$ cat config.mk
export PLATFORM = sky130hd
export DESIGN_NAME = anpage_regs
export DESIGN_NICKNAME = d
export VERILOG_FILES = /design/src/rtl/anpage_pkg.sv /design/src/rtl/latch_bit.sv /design/src/rtl/toggle_track.sv /design/src/rtl/anpage_regs.sv
export SDC_FILE = /design/constraint.sdc
export NUM_CORES = 1
export LEC_CHECK = 0
export BUFFER_PORTS_ARGS = -buffer_cell sky130_fd_sc_hd__buf_2
export CAP_MARGIN = 20
export CELL_PAD_IN_SITES_DETAIL_PLACEMENT = 0
export CELL_PAD_IN_SITES_GLOBAL_PLACEMENT = 1
export CORE_MARGIN = 2
export CORE_UTILIZATION = 41
export DETAILED_ROUTE_END_ITERATION = 16
export PLACE_DENSITY_LB_ADDON = 0.1
export SETUP_SLACK_MARGIN = 0.3
export SLEW_MARGIN = 0
export SYNTH_ARGS = -nofsm -noshare
export SYNTH_HDL_FRONTEND = slang
export SYNTH_SLANG_ARGS = --single-unit
$ cat constraint.sdc
create_clock -name pclk -period 4.7 [get_ports pclk]
set_clock_uncertainty 0.05 [all_clocks]
set_input_delay 0.235 -clock pclk [delete_from_list [all_inputs] [get_ports pclk]]
set_output_delay 0.235 -clock pclk [all_outputs]
set_load 0.01 [all_outputs]
$ cat src/rtl/anpage_pkg.sv
/*
  Package for the auto-negotiation page and gigabit control register group:
  word offsets, field positions, reset values and the test mode type.
  Assumes a 32-bit APB slave with one 16-bit register per aligned word.
*/
// Function
// - Partner base page register is read-only, fields as received, resets to zero.
// - Parallel detection fault bit latches high until software reads it.
// - Page received bit reports a new page and latches low.
// - Partner next-page and auto-negotiation able bits reset zero; local next-page reads one.
// - Next-page transmit fields writable; message resets one, code resets to one.
// - Transmit toggle is read-only, inverse of last sent toggle, resets zero.
// - Received next page register is read-only capture, all fields reset zero.
// - Test mode field selects normal or one of four tests, resets normal.
// - Manual setup bit enables the forced role bit; role bit ignored otherwise.
// - Port type bit resets to one, meaning multi-port.
// - Gigabit ability bits reset from strap mode; low byte writable, resets zero.
package anpage_pkg;

  // ----------------------------------------------------------------------
  // Register indices and byte addresses
  // ----------------------------------------------------------------------
  // Each register sits in its own aligned word: byte address is four times the index
  localparam int IDX_PARTNER_BASE = 5;
  localparam int IDX_EXPANSION = 6;
  localparam int IDX_NP_TRANSMIT = 7;
  localparam int IDX_NP_RECEIVE = 8;
  localparam int IDX_GIG_CONTROL = 9;
  localparam logic [11:0] OFS_PARTNER_BASE = 12'(4 * IDX_PARTNER_BASE);
  localparam logic [11:0] OFS_EXPANSION = 12'(4 * IDX_EXPANSION);
  localparam logic [11:0] OFS_NP_TRANSMIT = 12'(4 * IDX_NP_TRANSMIT);
  localparam logic [11:0] OFS_NP_RECEIVE = 12'(4 * IDX_NP_RECEIVE);
  localparam logic [11:0] OFS_GIG_CONTROL = 12'(4 * IDX_GIG_CONTROL);

  // ----------------------------------------------------------------------
  // Field positions
  // ----------------------------------------------------------------------
  localparam int EXP_PAR_FAULT = 4;
  localparam int EXP_PARTNER_NP = 3;
  localparam int EXP_LOCAL_NP = 2;
  localparam int EXP_PAGE_RX = 1;
  localparam int EXP_PARTNER_AN = 0;
  localparam int NPT_NEXT = 15;
  localparam int NPT_MSG = 13;
  localparam int NPT_ACK2 = 12;
  localparam int NPT_TOGGLE = 11;
  localparam int GIG_MODE_HI = 15;
  localparam int GIG_MODE_LO = 13;
  localparam int GIG_MANUAL = 12;
  localparam int GIG_ROLE = 11;
  localparam int GIG_PORT = 10;
  localparam int GIG_FDX = 9;
  localparam int GIG_HDX = 8;

  // ----------------------------------------------------------------------
  // Reset values
  // ----------------------------------------------------------------------
  localparam logic [15:0] RST_PARTNER = 16'h0000;
  localparam logic [15:0] RST_NP_TX = 16'h2001;
  localparam logic [15:0] RST_NP_RX = 16'h0000;
  localparam logic [15:0] RST_GIG = 16'h0400;
  localparam logic [15:0] NPT_WMASK = 16'hb7ff;
  // Reserved bit 12 of the partner base page always reads zero
  localparam logic [15:0] BASE_RMASK = 16'hefff;

  typedef enum logic [2:0] {
    TM_NORMAL = 3'h0,
    TM_WAVEFORM = 3'h1,
    TM_JITTER_MASTER = 3'h2,
    TM_JITTER_SLAVE = 3'h3,
    TM_DISTORTION = 3'h4
  } test_mode_t;

endpackage

$ cat src/rtl/latch_bit.sv
/*
  One latching status bit with read re-arm.
  Assumes rd_clr pulses for one cycle on the edge that samples its register for a read.
*/
`timescale 1ns/1ps
module latch_bit #(
  parameter bit LATCH_HIGH = 1'b1
) (
  // Clock and reset
  input wire logic pclk,
  input wire logic presetn,
  input wire logic clk_en,
  // Condition and read
  input wire logic live,
  input wire logic rd_clr,
  output logic held_q
);
  // Event wins over the re-arm: a fault arriving during the read stays caught
  logic event_now;
  logic next_d;
  assign event_now = LATCH_HIGH ? live : ~live;
  assign next_d = event_now ? LATCH_HIGH : (rd_clr ? live : held_q);

  always_ff @(posedge pclk or negedge presetn)
  begin
    if (!presetn)
      held_q <= 1'b0;
    else if (clk_en)
      held_q <= next_d;
  end
endmodule

$ cat src/rtl/toggle_track.sv
/*
  Transmit toggle tracker: holds the inverse of the toggle sent last.
  Assumes page_sent pulses once per transmitted link code word.
*/
`timescale 1ns/1ps
module toggle_track (
  // Clock and reset
  input wire logic pclk,
  input wire logic presetn,
  input wire logic clk_en,
  // Engine events
  input wire logic page_sent,
  input wire logic sent_toggle,
  output logic toggle_q
);
  always_ff @(posedge pclk or negedge presetn)
  begin
    if (!presetn)
      toggle_q <= 1'b0;
    else if (clk_en && page_sent)
      toggle_q <= ~sent_toggle;
  end
endmodule

$ cat src/rtl/anpage_regs.sv
/*
  APB register group for auto-negotiation pages and gigabit control.
  Assumes the negotiation engine drives its inputs synchronous to pclk and
  pulses the capture strobes for one cycle.
*/
`timescale 1ns/1ps
module anpage_regs (
  // APB
  input wire logic pclk,
  input wire logic presetn,
  input wire logic clk_en,
  input wire logic psel,
  input wire logic penable,
  input wire logic pwrite,
  input wire logic [11:0] paddr,
  input wire logic [31:0] pwdata,
  input wire logic [3:0] pstrb,
  output logic [31:0] prdata,
  output logic pready,
  output logic pslverr,
  // Strap
  input wire logic [1:0] config_strap_mode,
  // Engine status
  input wire logic base_page_valid,
  input wire logic [15:0] base_page_word,
  input wire logic next_page_valid,
  input wire logic [15:0] next_page_word,
  input wire logic par_fault_live,
  input wire logic page_rx_live,
  input wire logic link_partner_np,
  input wire logic link_partner_an,
  input wire logic page_sent,
  input wire logic sent_toggle,
  // Controls to the engine
  output logic [15:0] np_tx_word,
  output logic [2:0] test_mode,
  output logic manual_role_en,
  output logic force_master,
  output logic multi_port,
  output logic adv_gig_fdx,
  output logic adv_gig_hdx
);

  // ----------------------------------------------------------------------
  // Storage
  // ----------------------------------------------------------------------
  logic [15:0] partner_base_q;
  logic [15:0] partner_np_q;
  logic [15:0] np_tx_q;
  logic [15:0] gig_ctrl_q;
  logic [1:0] partner_flags_q;
  logic strap_taken_q;
  logic par_fault_q;
  logic page_rx_q;
  logic toggle_q;
  logic [31:0] prdata_q;
  logic pready_q;
  logic pslverr_q;
  logic [2:0] test_mode_q;
  logic force_master_q;

  // ----------------------------------------------------------------------
  // Decode
  // ----------------------------------------------------------------------
  wire setup_cyc = psel && !penable;
  wire access_done = psel && penable && pready_q;
  wire hit_base = paddr == anpage_pkg::OFS_PARTNER_BASE;
  wire hit_exp = paddr == anpage_pkg::OFS_EXPANSION;
  wire hit_npt = paddr == anpage_pkg::OFS_NP_TRANSMIT;
  wire hit_npr = paddr == anpage_pkg::OFS_NP_RECEIVE;
  wire hit_gig = paddr == anpage_pkg::OFS_GIG_CONTROL;
  wire hit_any = hit_base || hit_exp || hit_npt || hit_npr || hit_gig;
  wire wr_npt = access_done && pwrite && hit_npt;
  wire wr_gig = access_done && pwrite && hit_gig;
  // Latches re-arm on the edge that captures the read word, so an event
  // landing on that very edge is kept for the next read instead of lost
  wire rd_exp = setup_cyc && !pwrite && hit_exp;
  wire [15:0] byte_mask = {{8{pstrb[1]}}, {8{pstrb[0]}}};

  wire [15:0] exp_word = {11'h000,
                          par_fault_q,
                          partner_flags_q[1],
                          1'b1,
                          page_rx_q,
                          partner_flags_q[0]};
  wire [15:0] npt_word = {np_tx_q[15:12], toggle_q, np_tx_q[10:0]};

  wire [15:0] rd_word = hit_base ? partner_base_q :
                        hit_exp ? exp_word :
                        hit_npt ? npt_word :
                        hit_npr ? partner_np_q :
                        hit_gig ? gig_ctrl_q : 16'h0000;

  wire [15:0] npt_next = (np_tx_q & ~(byte_mask & anpage_pkg::NPT_WMASK)) |
                         (pwdata[15:0] & byte_mask & anpage_pkg::NPT_WMASK);
  wire [15:0] gig_next = (gig_ctrl_q & ~byte_mask) | (pwdata[15:0] & byte_mask);
  // Strap levels land in the ability bits on the first enabled edge after reset
  wire [15:0] gig_strap = {gig_ctrl_q[anpage_pkg::GIG_MODE_HI:anpage_pkg::GIG_PORT],
                           config_strap_mode,
                           gig_ctrl_q[anpage_pkg::GIG_HDX - 1:0]};
  wire [15:0] gig_d = wr_gig ? gig_next : (strap_taken_q ? gig_ctrl_q : gig_strap);
  // Only documented modes take effect; reserved codes fall back to normal
  wire [2:0] mode_d = gig_d[anpage_pkg::GIG_MODE_HI:anpage_pkg::GIG_MODE_LO];
  wire mode_legal = mode_d <= 3'(anpage_pkg::TM_DISTORTION);

  // ----------------------------------------------------------------------
  // Latching status bits
  // ----------------------------------------------------------------------
  latch_bit #(.LATCH_HIGH(1'b1)) u_par_fault (
    .pclk(pclk),
    .presetn(presetn),
    .clk_en(clk_en),
    .live(par_fault_live),
    .rd_clr(rd_exp),
    .held_q(par_fault_q)
  );

  latch_bit #(.LATCH_HIGH(1'b0)) u_page_rx (
    .pclk(pclk),
    .presetn(presetn),
    .clk_en(clk_en),
    .live(page_rx_live),
    .rd_clr(rd_exp),
    .held_q(page_rx_q)
  );

  toggle_track u_toggle (
    .pclk(pclk),
    .presetn(presetn),
    .clk_en(clk_en),
    .page_sent(page_sent),
    .sent_toggle(sent_toggle),
    .toggle_q(toggle_q)
  );

  // ----------------------------------------------------------------------
  // Received pages
  // ----------------------------------------------------------------------
  always_ff @(posedge pclk or negedge presetn)
  begin
    if (!presetn)
      partner_base_q <= anpage_pkg::RST_PARTNER;
    else if (clk_en && base_page_valid)
      partner_base_q <= base_page_word & anpage_pkg::BASE_RMASK;
  end

  always_ff @(posedge pclk or negedge presetn)
  begin
    if (!presetn)
      partner_np_q <= anpage_pkg::RST_NP_RX;
    else if (clk_en && next_page_valid)
      partner_np_q <= next_page_word;
  end

  always_ff @(posedge pclk or negedge presetn)
  begin
    if (!presetn)
      partner_flags_q <= 2'h0;
    else if (clk_en)
      partner_flags_q <= {link_partner_np, link_partner_an};
  end

  // ----------------------------------------------------------------------
  // Writable registers
  // ----------------------------------------------------------------------
  always_ff @(posedge pclk or negedge presetn)
  begin
    if (!presetn)
      np_tx_q <= anpage_pkg::RST_NP_TX;
    else if (clk_en && wr_npt)
      np_tx_q <= npt_next;
  end

  // Decoded controls are registered alongside the word so the engine sees flops
  always_ff @(posedge pclk or negedge presetn)
  begin
    if (!presetn)
    begin
      gig_ctrl_q <= anpage_pkg::RST_GIG;
      strap_taken_q <= 1'b0;
      test_mode_q <= 3'(anpage_pkg::TM_NORMAL);
      force_master_q <= 1'b0;
    end
    else if (clk_en)
    begin
      strap_taken_q <= 1'b1;
      gig_ctrl_q <= gig_d;
      test_mode_q <= mode_legal ? mode_d : 3'(anpage_pkg::TM_NORMAL);
      force_master_q <= gig_d[anpage_pkg::GIG_MANUAL] && gig_d[anpage_pkg::GIG_ROLE];
    end
  end

  // ----------------------------------------------------------------------
  // Bus answer
  // ----------------------------------------------------------------------
  always_ff @(posedge pclk or negedge presetn)
  begin
    if (!presetn)
    begin
      pready_q <= 1'b0;
      prdata_q <= 32'h0000_0000;
      pslverr_q <= 1'b0;
    end
    else if (clk_en)
    begin
      pready_q <= setup_cyc;
      pslverr_q <= setup_cyc && !hit_any;
      prdata_q <= (setup_cyc && !pwrite) ? {16'h0000, rd_word} : 32'h0000_0000;
    end
  end

  assign prdata = prdata_q;
  assign pready = pready_q;
  assign pslverr = pslverr_q;

  // ----------------------------------------------------------------------
  // Controls
  // ----------------------------------------------------------------------
  assign np_tx_word = npt_word;
  assign test_mode = test_mode_q;
  assign manual_role_en = gig_ctrl_q[anpage_pkg::GIG_MANUAL];
  assign force_master = force_master_q;
  assign multi_port = gig_ctrl_q[anpage_pkg::GIG_PORT];
  assign adv_gig_fdx = gig_ctrl_q[anpage_pkg::GIG_FDX];
  assign adv_gig_hdx = gig_ctrl_q[anpage_pkg::GIG_HDX];

endmodule

# --- Word-level counts from Yosys, hierarchy flattened ---
# Index checks and enable logic that the tools add are counted.
totals:
  word_cells: 71
  latch_bits: 0
  mem_count: 0
  mem_bits_ro: 0
  register_bits: 107
  output_inout_bits: 58
  ram_bits: 0
  inputBits: 96
op_classes:
  n_shift: 0
  n_mul: 0
  n_eq_ne: 7
  reduce_logical: 26
  mux: 13
  bitwise_logic: 8
  n_addsub: 0
  n_lt_le_gt_ge: 1
  div: 0
ops:
  columns: ["operator", "count"]
  rows:
  - ["two-way mux 16 bit", 7]
  - ["AND 16 bit", 3]
  - ["== test 12 x 5 -> 1 bit, second input constant", 3]
  - ["NOT 16 bit", 2]
  - ["OR 16 bit", 2]
  - ["== test 12 x 6 -> 1 bit, second input constant", 2]
  - ["logical AND 1 bit", 14]
  - ["two-way mux 10 bit", 1]
  - ["AND reduction 2 bit", 4]
  - ["logical OR 1 bit", 4]
  - ["two-way mux 1 bit", 4]
  - ["inequality test 2 x 1 -> 1 bit, second input constant", 2]
  - ["<= comparator 3 bit, second input constant", 1]
  - ["logical NOT 1 bit", 3]
  - ["two-way mux 3 bit", 1]
  - ["nonzero test 2 bit", 1]
  - ["NOT 1 bit", 1]

# --- Longest topological paths before layout ---
# Gate-level depths: netlist of the first run.
logic_depth:
  ltp_word: 7
  ltp_mapped: 7
  ltp_nobuf: 4

# --- Cells and area by module ---
# A second synthesis of the first run with hierarchy kept.
hier_totals:
  hier_cells: 366
  area_unflattened_um2: 4302.9
by_module_without_submodules:
  columns: ["module", "seq_area_each_um2", "n_inst", "area_each_um2", "cells_each"]
  rows:
  - ["anpage_regs", 2155.8, 1, 4190.3, 356]
  - ["latch_bit at u_page_rx", 25.0, 1, 38.8, 4]
  - ["latch_bit at u_par_fault", 25.0, 1, 37.5, 3]
  - ["toggle_track", 25.0, 1, 36.3, 3]

# --- Worst setup path after synthesis of the first run ---
# OpenSTA, ideal clock, no wires.
synth_path:
  path_type: "input port to flip-flop"
  from: "input port paddr[3]"
  to: "register gig_ctrl_q[0]"
  t_arrival_ns: 1.838
  path_slack_ns: 2.687
  stages: 5
  t_required_ns: 4.525
  n_path_buf: 2
  setup_ns: 0.125
  cell_sequence: "buf_6 > or4b_1 > clkbuf_2 > nor4_4 > mux2_2"
synth_between:
  elab_chain_cells: 3
  elab_cells_between_ends: 4
  cone_classes: "eq/ne (1); mux (1); reduce/logical (2)"
synth_rtl:
  columns: ["element", "line", "rtl"]
  rows:
  - ["start, declared", "anpage_regs.sv:15", "input wire logic [11:0] paddr,"]
  - ["== test 12 x 6 -> 1 bit (*)", "anpage_regs.sv:71", "wire hit_gig = paddr == anpage_pkg::OFS_GIG_CONTROL;"]
  - ["logical AND 1 bit (*)", "anpage_regs.sv:74", "wire wr_gig = access_done && pwrite && hit_gig;"]
  - ["two-way mux 16 bit / AND reduction 2 bit (equally long branches)", null, null]
  - ["end signal, assigned", "anpage_regs.sv:179", "gig_ctrl_q <= anpage_pkg::RST_GIG;"]
  - ["end signal, assigned", "anpage_regs.sv:187", "gig_ctrl_q <= gig_d;"]
  - ["end, declared", "anpage_regs.sv:50", "logic [15:0] gig_ctrl_q;"]
# Mark *: on every way between the ends. The rest lies on a longest branch, timed or not. The select of a mux whose other input is x is not followed.
# A chain may end at the register's enable or synchronous reset.

# --- Worst setup path after layout of the first run ---
layout_path:
  from: "input port paddr[2]"
  to: "register gig_ctrl_q[11]"
layout_between:
  elab_chain_cells: 3
layout_rtl:
  columns: ["element", "line", "rtl"]
  rows:
  - ["== test 12 x 6 -> 1 bit", "anpage_regs.sv:71", null]
  - ["logical AND 1 bit", "anpage_regs.sv:74", null]
  - ["two-way mux 16 bit", "anpage_regs.sv:101", "wire [15:0] gig_d = wr_gig ? gig_next : (strap_taken_q ? gig_ctrl_q : gig_strap);"]
# No other way between the ends. The select of a mux whose other input is x is not followed.

==> reports/qor.yml, run 1 <==
run_status:
  status: "finished clean"
clocking:
  cts_buffers: 9
  htree_levels: 3
  clock_sinks: 89
  cts_tree: "built"
  root_buffer: "clkbuf_8"
  clk_pin_slew_ns: 0.09
  cts.repair.resized: 0
  clk_latency_ns: 0.36
  cts_buffer_depth: 2
detailed_routing:
  viasPerCell: 5.45
  wl_mm: 11.3
  ant_nets: 0
  vias: 3378
  first_iter_violations: 111
  drcViolationCount: 0
  wl_per_cell_um: 18.3
  drt_pass1_iterations: 4
timing:
  rsz0062_at_grt: "no"
  period_needed_ns: 2.29
  worst-slew-pin-transition_ns: 0.989
  slew_viol_final: 0
  fin_setup_tns_ns: 0
  finalCritPeriodShare: 0.488
  setup_viol: 0
  fin_hold_ws_ns: 0.0236
  max-slew-margin-rel: 0.336
  max_freq_mhz: 436
  finalHoldViolCount: 0
floorplanning:
  start_util: 0.423
  fp.dieW_um: 107
  ios: 154
  rows: 37
  core-area_mm2: 0.0103
  dieArea_mm2: 0.0115
  die_y_um: 107
worst_hold_path:
  hp-class: "in -> reg"
critical_path:
  end_kind: "flip-flop"
  crit_path_start_kind: "primary input"
  crit_fanout: 23
  cp.required_ns: 4.89
  critical_path_arrival_ns: 2.49
  worstPathCellList: "buf_2, nor4b_1, and4_1, nand3_1, mux2_2"
  max_stage_delay_ns: 0.63
  reg2reg_slack_ns: 2.47
  slowest_stage: "nor4b_1"
  worstSetupPathType: "in -> reg"
synth:
  ys_seq_elements: 89
  synth_area_mm2: 0.00436
  ys_seq_area_frac: 0.511
  synthTopCellsByCount: "dfrtp_1, mux2_2, o21ai_0"
  synth.distinct_cells: 57
  yosysMostFrequentCell: "dfrtp_1"
  synthTopCellsByArea: "dfrtp_1, mux2_2, buf_4, o21ai_0, a32oi_1"
  synth_top_area_share: 0.493
  synth-edff-count: 0
  yosys_warnings: 0
  ys.flop_type: "dfrtp_1"
  synth_area_per_cell_um2: 11.7
  ys_async_sr_fraction: 1.00
  netlist_instances: 372
  yosys.area.top_type: "dfrtp_1"
finish:
  syn2layout_area_growth_pct: 18.8
  fin_nets: 575
  fin_util: 0.502
  n_antenna_cell: 0
  drive_above_1_share: 0.440
pwr:
  power_leakage_nw: 2.51
  combPwrFrac: 0.112
  clkPwrFrac: 0.352
  swShare: 0.267
  p_per_area_mw_per_mm2: 301
  p_int_mw: 1.14
  power_mw: 1.56
  vdd_drop_max_v: 0.000135
  p_switching_mw: 0.417
  seq_power_share: 0.537
global_route:
  grt_start_max_net_pins: 51
  first_global_vias: 3269
  antenna_found_initial: 0
  overflow: 0
  grt_pass1_wl_mm: 17.8
  grt.busiest_layer: "met2"
  gr-usage-met1: 0.298
  met2_usage: 0.306
  gr-usage-met3: 0.0377
  groute.usage.overall: 0.203
run:
  drv_cap: 0
place:
  gp_congestion: 0.795
  place_hpwl_mm: 8.26
  port_buffers: 117
==> timing repair <==
| item | in CTS | in global routing |
|---|---|---|
| hold buffers | 1 | 0 |
| buffers inserted | 0 | 0 |
| endpoints found under the hold margin | 38 | 0 |
==> placed cells by master (no fill, tap or decap), types with 3 or more instances in the layout <==
cell type  count
buf_2        116
dfrtp_1       86
mux2_2        64
o21ai_0       25
inv_1         20
conb_1        17
nor3_1        16
a32oi_1       13
nor2_1        10
a221oi_1       9
clkbuf_8       9
nand2_1        7
nand3_1        7
nand3b_1       4
a21oi_1        4
or2_2          4
a222oi_1       4
o311ai_0       4
buf_4          4
a211o_1        3
mux2i_1        3
dfstp_2        3
==> worst max-delay path: cells and delay by family <==
family / cells / cell delay, ns
buf+inv: 1 / 0.36
simple gates: 3 / 1.51
mux: 1 / 0.38
==> metrics by stage <==
step	area (µm²)	setup slack, ns	cells
after floorplan	4420	2.69	388
after global placement	4970	2.11	602
after detailed placement	4970	2.08	602
after CTS	5180	2.41	619
after global routing	5180	2.24	620
final	5180	2.41	620
==> power by group through the flow <==
stage	registers (mW)	clock network [mW]	logic, mW
3_5_place_dp	0.852	0	0.175
3_3_place_gp	0.851	0	0.172
5_1_grt	0.843	0.600	0.195
6_report	0.837	0.548	0.175
4_1_cts	0.837	0.561	0.176
2_1_floorplan	0.845	0	0.108
==> layer usage <==
metal / vias to the layer above / part of all wire
met5: - / 0
li1: 1570 / -
met4: 0 / 0.017
met3: 16 / 0.071
met2: 127 / 0.45
met1: 1665 / 0.46
==> cells by family (layout without fill, tap and decap cells) <==
family	after synthesis	in the layout	share of synthesized area
xor gates and xnor gates	1	1	0.00201
buffers and inverters	61	157	0.0702
AOI/OAI and AO/OA	82	82	0.142
other	1	17	0.000859
and+or+nand+nor	71	71	0.102
muxes	67	67	0.172
DFF	89	89	0.511
==> worst paths after layout <==
path,from,to,depth (start not counted)
hold reg to reg,strap_taken_q,strap_taken_q,1
setup reg to reg,pready,flip-flop,4
min in group asynchronous,presetn,async pin,2
hold / removal,sent_toggle,u_toggle.toggle_q,2
setup / recovery,paddr[2],gig_ctrl_q[11],5
max in group asynchronous,presetn,partner_np_q[8],3
==> layout make-up <==
cell class	instances	area (µm²)
timing repair buffer	121	621
fill	964	5140
multi-input combinational	238	1890
sequential	89	2230
clock buffer	9	124
tap	136	170
clock inverter	7	77.6
inverter	20	75.1
No activity file was read; power rests on OpenSTA's default activity.
==> run 2, diff against run 1 <==
- CORE_UTILIZATION: 41 -> 38
- clock period: 4.7 -> 2.2 ns (I/O delays scaled with it)
==> reports/qor.yml, run 2 (synthesized netlist as in run 1, its figures left out) <==
floorplanning:
  ios: 154  # unchanged
  core-area_mm2: 0.0113  # +9.7%
  die_y_um: 111  # +3.7%
  start_util: 0.385  # -0.0372
  fp.dieW_um: 111  # +3.7%
  rows: 39  # +5.4%
  dieArea_mm2: 0.0124  # +7.6%
timing:
  slew_viol_final: 0  # unchanged
  worst-slew-pin-transition_ns: 0.682  # -0.307 ns
  finalCritPeriodShare: 0.791
  rsz0062_at_grt: "no"
  period_needed_ns: 1.74
  fin_setup_tns_ns: 0  # unchanged
  setup_ws_ns: 0.460  # -1.95 ns
  max_freq_mhz: 575
  max-slew-margin-rel: 0.545  # +0.209
  finalHoldViolCount: 0  # unchanged
  setup_viol: 0  # unchanged
pwr:
  power_leakage_nw: 2.83  # +13%
  power_mw: 3.68  # +140%
  vdd_drop_max_v: 0.000283  # +110%
  p_per_area_mw_per_mm2: 623  # +110%
clocking:
  cts_buffer_depth: 2  # unchanged
  root_buffer: "clkbuf_16"
  clock_sinks: 89  # unchanged
  clk_pin_slew_ns: 0.06  # -0.03 ns
  postCtsSetupRepairBufs: 0  # unchanged
  clk_latency_ns: 0.34  # -0.02 ns
  htree_levels: 3  # unchanged
  cts_tree: "built"
  cts_buffers: 9  # unchanged
detailed_routing:
  drcViolationCount: 0  # unchanged
  vias: 3489  # +3.3%
  wl_mm: 11.9  # +5.1%
  wl_per_cell_um: 17.2  # -6.0%
  ant_nets: 0  # unchanged
  viasPerCell: 5.03  # -7.6%
  first_iter_violations: 126  # +14%
  drt_pass1_iterations: 4  # unchanged
critical_path:
  crit_fanout: 8  # -65%
  end_kind: "flip-flop"
  slowest_stage: "or3_4"
  crit_path_start_kind: "flip-flop"
  r2r-start: "pready"
  reg2reg_slack_ns: 0.46  # -2.01 ns
  reg2reg_depth: 4  # unchanged
  worstSetupPathType: "reg -> reg"
  cp-startpoint: "pready"
  worstPathCellList: "and4_2, nand3_1, or3_4, mux2_2"
  critical_path_arrival_ns: 1.91  # -0.58 ns
  max_stage_delay_ns: 0.48  # -0.15 ns
  cp.required_ns: 2.37  # -2.52 ns
global_route:
  grt_pass1_wl_mm: 18.8  # +5.7%
  antenna_found_initial: 0  # unchanged
  groute.usage.overall: 0.196  # -0.00738
  overflow: 0  # unchanged
  grt_start_max_net_pins: 48  # -5.9%
  first_global_vias: 3569  # +9.2%
finish:
  fin_nets: 641  # +11%
  n_antenna_cell: 0  # unchanged
  drive_above_1_share: 0.413  # -0.0274
  layout_commonest_cell: "buf_2"
  final_cell_mix: "buf_2, dfrtp_1, mux2_2"
  fillers: 1047  # +8.6%
  syn2layout_area_growth_pct: 35.4
place:
  port_buffers: 117  # unchanged
  gp_congestion: 0.880  # +11%
  place_hpwl_mm: 8.96  # +8.5%
  pre_cts_slack_ns: 0.222  # -1.85 ns
worst_hold_path:
  hp-class: "in -> reg"
run:
  drv_cap: 0  # unchanged
run_status:
  status: "finished clean"
[run 2: cell types whose count changed in the layout (fill, tap and decap cells not counted), moves of 2 or more]
cell,before,now
dlygate4sd3_1,1,52
clkbuf_16,0,9
clkbuf_1,0,2
clkbuf_8,9,1
inv_6,2,0
buf_4,4,18
[run 2: layout make-up]
| cell class | instances | area (µm²) | area share |
|---|---|---|---|
| timing repair buffer | 187 | 1260 | 0.213 |
| clock inverter | 4 | 30.0 | 0.00508 |
| inverter | 20 | 75.1 | 0.0127 |
| multi-input combinational | 238 | 1890 | 0.320 |
| tap | 143 | 179 | 0.0303 |
| clock buffer | 12 | 246 | 0.0417 |
| sequential | 89 | 2230 | 0.378 |
[run 2: repair_timing]
action,in CTS,in global routing
hold buffers,52,0
endpoints found under the hold margin,102,0
resized for setup,0,1
setup endpoints to repair,0,8
[run 2: worst max-delay path: cells and delay by family, from the launching register on]
kind,cells,cell delay [ns]
and+or+nand+nor,3,0.90
DFF,1,0.37
muxes,1,0.30
[run 2: power breakdown]
part	internal (mW)	switching, mW
combinational	0.238	0.221
sequential	1.74	0.0618
clock	0.799	0.625
[run 2: routing by layer]
metal  up-vias  routed length [µm]  track usage
li1       1698                   -            -
met1      1692                5890        0.282
met2        92                5330        0.298
met4         0                 118       0.0634
met3         7                 580       0.0372
met5         -                   0            0
[run 2: per-stage QoR]
stage / utilization / area [µm²] / cells / hold slack [ns]
global placement: 0.451 / 5110 / 625 / 0.109
detailed placement: 0.451 / 5110 / 625 / 0.110
CTS: 0.522 / 5900 / 693 / 0.0124
finish: 0.522 / 5910 / 693 / 0.0162
global route: 0.522 / 5910 / 693 / 0.0191
floorplan: - / 4420 / 388 / -0.236
[run 2: worst min path at each step]
stage | startpoint | endpoint | slack, ns | depth (start not counted)
6_report | pwdata[15] | gig_ctrl_q[15] | 0.02 | 2
4_1_cts | pwdata[15] | gig_ctrl_q[15] | 0.01 | 2
2_1_floorplan | presetn | async pin | -0.24 | 0
3_5_place_dp | presetn | async pin | 0.11 | 1
5_1_grt | pwdata[15] | gig_ctrl_q[15] | 0.02 | 2
3_3_place_gp | presetn | async pin | 0.11 | 1
